==> config.mk <==
export PLATFORM = sky130hd
export DESIGN_NAME = cfb_engine
export DESIGN_NICKNAME = d
export VERILOG_FILES = /design/src/shared/cfb_pkg.sv /design/src/rtl/cfb_engine.sv
export SDC_FILE = /design/constraint.sdc
export NUM_CORES = 1
export LEC_CHECK = 0
export ABC_CLOCK_PERIOD_IN_PS = 2750
export BUFFER_PORTS_ARGS = -buffer_cell sky130_fd_sc_hd__buf_2
export CAP_MARGIN = 20
export CORE_MARGIN = 1.5
export CORE_UTILIZATION = 40
export CTS_BUF_LIST = sky130_fd_sc_hd__clkbuf_4 sky130_fd_sc_hd__clkbuf_8 sky130_fd_sc_hd__clkbuf_16
export DETAILED_ROUTE_END_ITERATION = 16
export GPL_TIMING_DRIVEN = 0
export PLACE_DENSITY = 0.67
export SLEW_MARGIN = 5
export SYNTH_ARGS = -nofsm -noshare
export SYNTH_HDL_FRONTEND = slang
export SYNTH_SLANG_ARGS = --single-unit
==> constraint.sdc <==
create_clock -name sys_clk -period 2.75 [get_ports sys_clk]
set_input_delay 0 -clock sys_clk [delete_from_list [all_inputs] [get_ports sys_clk]]
set_output_delay 0 -clock sys_clk [all_outputs]
set_load 0.05 [all_outputs]
==> src/shared/cfb_pkg.sv <==
/*
 * Shared types and constants for the fast-termination and CPU-space
 * bus cycle engine.
 * Assumes a 24-bit external address bus and a 16-bit data bus.
 */
package cfb_pkg;
	// ------------------------------------------------------------
	// Encodings
	// ------------------------------------------------------------
	localparam logic [3:0] ACK_FAST     = 4'he;
	localparam logic [3:0] ACK_EXT_ONLY = 4'hf;
	localparam logic [2:0] SPACE_CPU    = 3'h7;
	localparam logic [3:0] CPU_BREAKPOINT_PIN     = 4'h0;
	localparam logic [3:0] CPU_LOW_POWER_STOP   = 4'h3;
	localparam logic [3:0] CPU_IACK     = 4'hf;
	localparam logic [2:0] HW_BREAKPOINT_PIN_NUM  = 3'h7;
	localparam logic [23:0] LOW_POWER_STOP_ADDR = 24'h03fffe;
	localparam logic [1:0] SIZE_WORD    = 2'h2;
	localparam logic [1:0] ACK_16BIT_N  = 2'h1;
	localparam logic [1:0] ACK_8BIT_N   = 2'h2;
	// ------------------------------------------------------------
	// Timing: first cycle index at which termination may be taken
	// ------------------------------------------------------------
	localparam logic [1:0] FAST_MIN_CYC = 2'h1;
	localparam logic [1:0] REG_MIN_CYC  = 2'h2;

	typedef enum logic [1:0] {
		CFB_K_NORMAL = 2'h0,
		CFB_K_SWBKPT = 2'h1,
		CFB_K_LOW_POWER_STOP = 2'h2,
		CFB_K_HWBKPT = 2'h3
	} cfb_kind_t;

	typedef struct packed {
		cfb_kind_t   kind;
		logic        rw;
		logic [2:0]  space;
		logic [1:0]  size;
		logic [23:0] addr;
		logic [15:0] data;
	} cfb_req_t;

	typedef struct packed {
		logic        match;
		logic [3:0]  ack_field;
	} cfb_cs_t;

	typedef struct packed {
		logic [23:0] addr;
		logic [2:0]  space_code;
		logic [1:0]  transfer_size;
		logic        rw;
		logic        address_strobe_n;
		logic        data_strobe_n;
	} cfb_bus_t;
endpackage

==> src/rtl/cfb_engine.sv <==
/*
 * Bus cycle engine: fast-termination and regular external cycles,
 * breakpoint acknowledge and low-power-stop broadcast CPU-space cycles.
 * Assumes chip-select match and acknowledge field arrive on sys_clk from
 * the chip-select logic, and that the core holds its request until taken.
 */
// Functional notes
// - Fast chip-select ends a transfer in two clocks, synchronous to sys_clk.
// - One wait counter for all chip-selects, loaded from the matching one.
// - Fast cycle drives address and size, then acknowledges internally.
// - External acknowledge always ends a cycle; ack field only adds internal ack.
// - Held external ack gives three-clock cycles except for fast chip-selects.
// - Ack field code 1110 selects two-clock internally acknowledged access.
// - Fast cycles assert data strobe on reads, never on writes.
// - Three-bit space code, 7 is CPU space, valid while address strobe low.
// - CPU space type on address 19:16: 0 breakpoint, 3 stop, F interrupt.
// - Software breakpoint: word read, type 0, opcode bits on 4:2, bit1 clear.
// - Software breakpoint answered by bus error or word plus ack, two 8-bit reads.
// - Software breakpoint ended by bus error raises illegal-instruction trap.
// - Breakpoint pin runs a type 0 read with number 111 and bit1 set.
// - Hardware breakpoint bus error traps; an acknowledge drops the breakpoint.
// - Prefetch-aligned breakpoint tags instruction, flush cancels; operand traps at end.
// - Low-power stop writes the interrupt mask to CPU space 3FFFE.
// - Stop broadcast acked internally, fast write timing, shown only when bus owned.
// - Bus error during the stop broadcast is ignored.
// - Stop mode ends on reset or interrupt above the stored mask.
`timescale 1ns/10ps
module cfb_engine (
	input  wire logic              sys_clk,
	input  wire logic              reset_n,
	input  wire cfb_pkg::cfb_req_t req,
	input  wire logic              req_valid,
	output logic                   req_taken,
	input  wire cfb_pkg::cfb_cs_t  cs,
	input  wire logic              bus_owned,
	input  wire logic [1:0]        data_size_ack_n,
	input  wire logic              bus_error_in_n,
	input  wire logic              breakpoint_pin_n,
	input  wire logic [15:0]       data_in,
	output logic [15:0]            data_out,
	output logic                   data_oe,
	output cfb_pkg::cfb_bus_t      bus,
	output logic                   done,
	output logic                   done_bus_error_in,
	output logic [15:0]            rdata,
	input  wire logic              fetch_is_prefetch,
	input  wire logic              pipe_flush,
	input  wire logic              instr_end,
	output logic                   illegal_trap,
	output logic                   breakpoint_pin_trap,
	output logic                   low_power_stop,
	output logic [2:0]             stop_mask,
	input  wire logic [2:0]        irq_level
);
	import cfb_pkg::*;

	typedef enum logic [2:0] {
		ST_IDLE = 3'b001,
		ST_RUN  = 3'b010,
		ST_END  = 3'b100
	} cfb_state_t;

	// ------------------------------------------------------------
	// Pin synchronisers
	// ------------------------------------------------------------
	logic [19:0] meta_q;
	logic [19:0] sync_q;

	always_ff @(posedge sys_clk or negedge reset_n) begin
		if (!reset_n) begin
			meta_q <= 20'hfffff;
			sync_q <= 20'hfffff;
		end else begin
			meta_q <= {data_size_ack_n, bus_error_in_n, breakpoint_pin_n, data_in};
			sync_q <= meta_q;
		end
	end

	logic [1:0]  ack_n_s;
	logic        bus_error_in_s;
	logic        breakpoint_pin_s;
	logic [15:0] din_s;

	assign ack_n_s = sync_q[19:18];
	assign bus_error_in_s  = !sync_q[17];
	assign breakpoint_pin_s  = !sync_q[16];
	assign din_s   = sync_q[15:0];

	// ------------------------------------------------------------
	// Cycle engine state
	// ------------------------------------------------------------
	cfb_state_t  state_q, state_d;
	cfb_req_t    cur_q, cur_d;
	cfb_bus_t    bus_q, bus_d;
	logic        fast_q, fast_d;
	logic        intack_q, intack_d;
	logic        shown_q, shown_d;
	logic [3:0]  wait_q, wait_d;
	logic [1:0]  cyc_q, cyc_d;
	logic        half_q, half_d;
	logic [15:0] rdata_q, rdata_d;
	logic [15:0] dout_q, dout_d;
	logic        doe_q, doe_d;
	logic        taken_q, taken_d;
	logic        done_q, done_d;
	logic        dberr_q, dberr_d;
	logic        ill_q, ill_d;
	logic        breakpoint_pin_prev_q;
	logic        hw_pend_q, hw_pend_d;
	logic        tag_q, tag_d;
	logic        trap_pend_q, trap_pend_d;
	logic        trap_q, trap_d;
	logic        stop_q, stop_d;
	logic [2:0]  mask_q, mask_d;
	cfb_req_t    hw_req;
	logic        ext_ack;
	logic        min_ok;
	logic        int_ok;
	logic        term_ok;
	logic        term_err;
	// Pin breakpoint: word read of type 0, number on bits 4:2, bit 1 set
	assign hw_req = '{kind: CFB_K_HWBKPT, rw: 1'b1, space: SPACE_CPU, size: SIZE_WORD,
		addr: {4'h0, CPU_BREAKPOINT_PIN, 11'h000, HW_BREAKPOINT_PIN_NUM, 1'b1, 1'b0}, data: 16'h0000};

	// Either acknowledge line low ends the cycle, whatever the ack field says
	assign ext_ack  = (ack_n_s != 2'h3);
	assign min_ok   = cyc_q >= (fast_q ? FAST_MIN_CYC : REG_MIN_CYC);
	assign int_ok   = intack_q && (wait_q == 4'h0);
	// Stop broadcast never sees bus error, and an unshown cycle sees no pins
	assign term_err = bus_error_in_s && shown_q && (cur_q.kind != CFB_K_LOW_POWER_STOP);
	assign term_ok  = int_ok || (ext_ack && shown_q);

	always_comb begin
		state_d     = state_q;
		cur_d       = cur_q;
		bus_d       = bus_q;
		fast_d      = fast_q;
		intack_d    = intack_q;
		shown_d     = shown_q;
		wait_d      = wait_q;
		cyc_d       = cyc_q;
		half_d      = half_q;
		rdata_d     = rdata_q;
		dout_d      = dout_q;
		doe_d       = doe_q;
		taken_d     = 1'b0;
		done_d      = 1'b0;
		dberr_d     = 1'b0;
		ill_d       = 1'b0;
		trap_d      = 1'b0;
		hw_pend_d   = hw_pend_q;
		tag_d       = tag_q;
		trap_pend_d = trap_pend_q;
		stop_d      = stop_q;
		mask_d      = mask_q;
		// Breakpoint pin edge: remember whether it landed on a prefetch
		if (breakpoint_pin_s && !breakpoint_pin_prev_q) begin
			hw_pend_d = 1'b1;
			tag_d     = fetch_is_prefetch;
		end
		// Trap delivery at the instruction boundary
		if (trap_pend_q && pipe_flush && tag_q) begin
			trap_pend_d = 1'b0;
		end else if (trap_pend_q && instr_end) begin
			trap_pend_d = 1'b0;
			trap_d      = 1'b1;
		end
		if (stop_q && (irq_level > mask_q)) begin
			stop_d = 1'b0;
		end
		unique case (state_q)
			ST_IDLE: begin
				if (hw_pend_q || (req_valid && !stop_q)) begin
					cur_d     = hw_pend_q ? hw_req : req;
					taken_d   = !hw_pend_q;
					hw_pend_d = breakpoint_pin_s && !breakpoint_pin_prev_q; // A new pin edge wins over the clear
					half_d    = 1'b0;
					if (!hw_pend_q && req.kind == CFB_K_SWBKPT) begin
						cur_d.rw    = 1'b1;
						cur_d.space = SPACE_CPU;
						cur_d.size  = SIZE_WORD;
						cur_d.addr  = {4'h0, CPU_BREAKPOINT_PIN, 11'h000, req.data[2:0],
							1'b0, 1'b0};
					end else if (!hw_pend_q && req.kind == CFB_K_LOW_POWER_STOP) begin
						cur_d.rw    = 1'b0;
						cur_d.space = SPACE_CPU;
						cur_d.size  = SIZE_WORD;
						cur_d.addr  = LOW_POWER_STOP_ADDR;
						cur_d.data  = {13'h0000, req.data[2:0]};
					end
					state_d = ST_RUN;
				end
				// Chip-select values are sampled in the launch cycle
				if (state_d == ST_RUN) begin
					if (cur_d.kind == CFB_K_LOW_POWER_STOP) begin
						fast_d   = 1'b1;
						intack_d = 1'b1;
						wait_d   = 4'h0;
						shown_d  = bus_owned;
					end else begin
						fast_d   = cs.match && (cs.ack_field == ACK_FAST);
						intack_d = cs.match && (cs.ack_field != ACK_EXT_ONLY);
						wait_d   = fast_d ? 4'h0 : cs.ack_field;
						shown_d  = 1'b1;
					end
					cyc_d = 2'h0;
					bus_d.addr          = cur_d.addr;
					bus_d.transfer_size = cur_d.size;
					bus_d.space_code    = cur_d.space;
					bus_d.rw            = cur_d.rw;
					bus_d.address_strobe_n = !shown_d;
					// Fast reads strobe data at once; fast writes never do
					bus_d.data_strobe_n = !(shown_d && cur_d.rw && fast_d);
					dout_d = cur_d.data;
					doe_d  = shown_d && !cur_d.rw;
				end
			end
			ST_RUN: begin
				if (cyc_q != 2'h3) begin
					cyc_d = cyc_q + 2'h1;
				end
				// Regular reads raise data strobe one clock after address strobe, writes two clocks after
				if (!fast_q && shown_q && (cur_q.rw || cyc_q != 2'h0)) begin
					bus_d.data_strobe_n = 1'b0;
				end
				if (min_ok && (term_err || term_ok)) begin
					state_d                = ST_END;
					bus_d.address_strobe_n = 1'b1;
					bus_d.data_strobe_n    = 1'b1;
					doe_d                  = 1'b0;
				end else if (min_ok && wait_q != 4'h0) begin
					wait_d = wait_q - 4'h1;
				end
			end
			ST_END: begin
				state_d = ST_IDLE;
				done_d  = 1'b1;
				if (term_err) begin
					dberr_d = 1'b1;
					if (cur_q.kind == CFB_K_SWBKPT) begin
						ill_d = 1'b1;
					end else if (cur_q.kind == CFB_K_HWBKPT) begin
						trap_pend_d = 1'b1;
					end
				end else if (cur_q.kind == CFB_K_LOW_POWER_STOP) begin
					stop_d = 1'b1;
					mask_d = cur_q.data[2:0];
				end else if (cur_q.rw && cur_q.kind != CFB_K_HWBKPT) begin
					// Byte port on a breakpoint word: fetch the low byte next
					if (cur_q.kind == CFB_K_SWBKPT && ack_n_s == ACK_8BIT_N
						&& !half_q) begin
						rdata_d[15:8] = din_s[15:8];
						half_d        = 1'b1;
						done_d        = 1'b0;
						cur_d.addr    = cur_q.addr | 24'h000001;
						bus_d.addr    = cur_q.addr | 24'h000001;
						bus_d.address_strobe_n = 1'b0;
						cyc_d   = 2'h0;
						wait_d  = fast_q ? 4'h0 : cs.ack_field;
						state_d = ST_RUN;
					end else if (half_q) begin
						rdata_d[7:0] = din_s[15:8];
					end else begin
						rdata_d = din_s;
					end
				end
			end
			default: begin
				state_d = ST_IDLE;
			end
		endcase
	end

	always_ff @(posedge sys_clk or negedge reset_n) begin
		if (!reset_n) begin
			state_q     <= ST_IDLE;
			cur_q       <= '0;
			bus_q       <= '{addr: 24'h000000, space_code: 3'h0, transfer_size: 2'h0,
				rw: 1'b1, address_strobe_n: 1'b1, data_strobe_n: 1'b1};
			fast_q      <= 1'b0;
			intack_q    <= 1'b0;
			shown_q     <= 1'b0;
			wait_q      <= 4'h0;
			cyc_q       <= 2'h0;
			half_q      <= 1'b0;
			rdata_q     <= 16'h0000;
			dout_q      <= 16'h0000;
			doe_q       <= 1'b0;
			taken_q     <= 1'b0;
			done_q      <= 1'b0;
			dberr_q     <= 1'b0;
			ill_q       <= 1'b0;
			breakpoint_pin_prev_q <= 1'b0;
			hw_pend_q   <= 1'b0;
			tag_q       <= 1'b0;
			trap_pend_q <= 1'b0;
			trap_q      <= 1'b0;
			stop_q      <= 1'b0;
			mask_q      <= 3'h7;
		end else begin
			state_q     <= state_d;
			cur_q       <= cur_d;
			bus_q       <= bus_d;
			fast_q      <= fast_d;
			intack_q    <= intack_d;
			shown_q     <= shown_d;
			wait_q      <= wait_d;
			cyc_q       <= cyc_d;
			half_q      <= half_d;
			rdata_q     <= rdata_d;
			dout_q      <= dout_d;
			doe_q       <= doe_d;
			taken_q     <= taken_d;
			done_q      <= done_d;
			dberr_q     <= dberr_d;
			ill_q       <= ill_d;
			breakpoint_pin_prev_q <= breakpoint_pin_s;
			hw_pend_q   <= hw_pend_d;
			tag_q       <= tag_d;
			trap_pend_q <= trap_pend_d;
			trap_q      <= trap_d;
			stop_q      <= stop_d;
			mask_q      <= mask_d;
		end
	end

	assign req_taken      = taken_q;
	assign bus            = bus_q;
	assign data_out       = dout_q;
	assign data_oe        = doe_q;
	assign done           = done_q;
	assign done_bus_error_in      = dberr_q;
	assign rdata          = rdata_q;
	assign illegal_trap   = ill_q;
	assign breakpoint_pin_trap      = trap_q;
	assign low_power_stop = stop_q;
	assign stop_mask      = mask_q;
endmodule

==> results.txt <==
Residual DRC - 0
Run status - completed
Area share of the largest cell type after synthesis - 40.5%
Synth top cells by count - dfrtp_1 (114), nand2_1 (71), nor2_1 (71)
Worst Tran Pin Value - 0.857 ns
Clk pwr share - 44.4%
PostCTS Resize Cnt - 0
NetSw - 0.00141 W
Pre-antenna DRT Iters - 5
Max Freq - 0.401 GHz
Synth Warn # - 0
Setup ws final - 0.254 ns
Worst Path Required - 3.12 ns
RSZ-0062 raised after global routing - false
Die W - 136 um
Mean Syn Cell Area - 11.0 um^2
Main area contributors after synthesis - dfrtp_1 (40%), dfstp_2 (18%), a22o_1 (4.1%)
Register Area - 4090 um^2
Seq pwr share - 45.6%
P per Cell Area - 592 nW/um^2
Io pins - 157
Ant. Diodes - 0
All-Layer GR Usage - 21.3%
Iter 0 DRT Violations - 399
Row cnt - 48
Post-synth cell types - 62
Area growth from synthesis to layout - 32.8%
Synthesized net count - 734
Routed vias/inst - 5.22
Leak pwr - 4.61 nW
Clock Pin Slew Worst Setup and Hold Paths - 0.07 ns
Logic pwr share - 10.0%
Cell Area, Synth - 7050 um^2
Placer's final routability congestion estimate - 0.824
Area occupied by multi-input gates - 2730 um^2
Internal - 0.00413 W
Initial Utilization - 40.9%
Final min period - 2.50 ns
DP HPWL - 12.8 mm
Top-count cell post-synth - dfrtp_1
Asr flop ratio synth - 100%
Synthesized flop and latch total - 161
First-pass GRT wire length - 30.4 mm
Yosys top cell by area - dfrtp_1
Hold WS - 0.0319 ns
Seq/Total Area, Yosys - 58.0%
Max clock buf depth - 2
Root Driver - clkbuf_16
Post-DRT Antenna Nets - 0
Placed Area - 8150 um^2
Sw frac - 25.5%
Grt ovf - 0
Fin util - 54.3%
CTS Hold Buffers Added - 60
Slew HR - 42.2%
Max-slew violations - 0
Post-CTS Setup Inserts - 0
Worst setup EP type - flip-flop
Core area - 17200 um^2
Initial antenna violation count - 0
CTS tree - built
Die Area - 18400 um^2
Post-synth top flop - dfrtp_1
Total wire length - 18.7 mm
Die height - 136 um
Clk_skew - 0.00901 ns
Largest net degree at the start of global routing - 101
Critical-path maximum fanout - 10
Worst-Skew Late Latency - 0.43 ns
Pre-CTS WS - 0.489 ns
Fillcell total - 1514
Post-layout nets - 969
Vias in the first global route - 5793
TritonCTS buffer count - 17
H-tree levels - 4
Finished layout cell area - 9360 um^2
CP arrival - 2.86 ns
Mapped Cells - 642
Wirelength per Cell - 16.8 um
TNS Setup - 0 ns
# setup viols final - 0
Post-synth EDFFs - 0
Max cap viols - 0
Crit share post-route - 90.8%
IO buf count - 155
Min-Delay Path Class - primary input to flip-flop
Clock sink total - 161
Share of layout cells above drive strength 1 - 32.1%
VDD IR max - 457 uV
Vias - 5825
Critical path type - flip-flop to flip-flop
Final Hold Vio Count - 0
Worst setup SP type - flip-flop
flip-flops by register name, indices dropped and copies added (netlist names), 2 cells and up:
name,count
wait_q,4
cur_q,30
cyc_q,2
meta_q,20
stop_mask,3
state_q,3
sync_q,20
data_out,16
rdata,16
bus,32
power groups by stage:
stage / Sequential (W) / Clock [W] / Combinational [W]
finish: 0.00253 / 0.00246 / 0.000554
detailed placement: 0.00257 / 0 / 0.000490
global placement: 0.00257 / 0 / 0.000475
floorplan: 0.00261 / 0 / 0.000248
global route: 0.00254 / 0.00263 / 0.000615
CTS: 0.00253 / 0.00251 / 0.000557
path summary, 6_finish.rpt:
check	endpoint	depth (start not counted)	from	slack (ns)
max in group asynchronous	sync_q[18]	3	reset_n	1.80
worst max-delay path	trap_pend_q	6	state_q[1]	0.25
min in group asynchronous	bus[18]	2	reset_n	0.08
worst min-delay path	fast_q	4	cs[0]	0.03
worst max register to register	trap_pend_q	6	state_q[1]	0.25
worst min register to register	sync_q[4]	0	meta_q[4]	0.35
routing by layer:
metal	vias to the layer above	wire, um	track usage (%)
li1	2752	-	-
met1	2860	8230	28.1
met2	186	9130	34.7
met3	27	1030	5.01
met4	0	304	6.69
met5	-	0	0
cells by family after synthesis:
| group | synth area share, % |
|---|---|
| AND/OR/NAND/NOR | 14.7 |
| adder cells (fa/ha/maj) | 1.60 |
| XOR/XNOR | 0.497 |
| buffers and inverters | 3.28 |
| multiplexers | 4.44 |
| flip-flops | 58.0 |
| AO/OA/AOI/OAI | 17.5 |
through the flow:
step	std cells	total power (W)
2_1_floorplan	642	0.00286
3_3_place_gp	1022	0.00304
3_5_place_dp	1023	0.00306
4_1_cts	1115	0.00559
5_1_grt	1115	0.00578
6_report	1115	0.00555
placed cells by master (no fill, tap or decap), drive strengths merged, types with 3 or more instances in the layout:
master and instances:
o22ai 4, a21oi 33, nor3 8, inv 23, xor2 3, clkinv 3, nor3b 7, nand3 5
a211oi 3, ha 9, a2bb2oi 6, o211ai 14, nor2 71, dfstp 47, nor2b 19, clkbuf 36
mux2i 11, nand2 71, dfrtp 114, nand2b 20, dlygate4sd3 60, a221oi 15, buf 176, o22a 6
a211o 3, o21ai 43, mux2 18, a22o 33
cell type report:
class | instances | area share (%)
flip-flops and latches | 161 | 43.7
clock buffers | 17 | 4.54
well taps | 225 | 3.01
clock inverters | 15 | 2.02
plain buffers | 39 | 1.91
repair buffers | 216 | 15.1
multi-input cells | 428 | 29.2
inverters | 14 | 0.561
critical path, stage by stage, from the launching register on:
cell           delay [ns]
dfrtp_1              0.36
buf_2                0.19
nor3b_4              0.38
clkbuf_1             0.54
nand2_1              0.23
o22ai_1              0.17
dlygate4sd3_1        0.57
(Power assumes the default switching activity.)
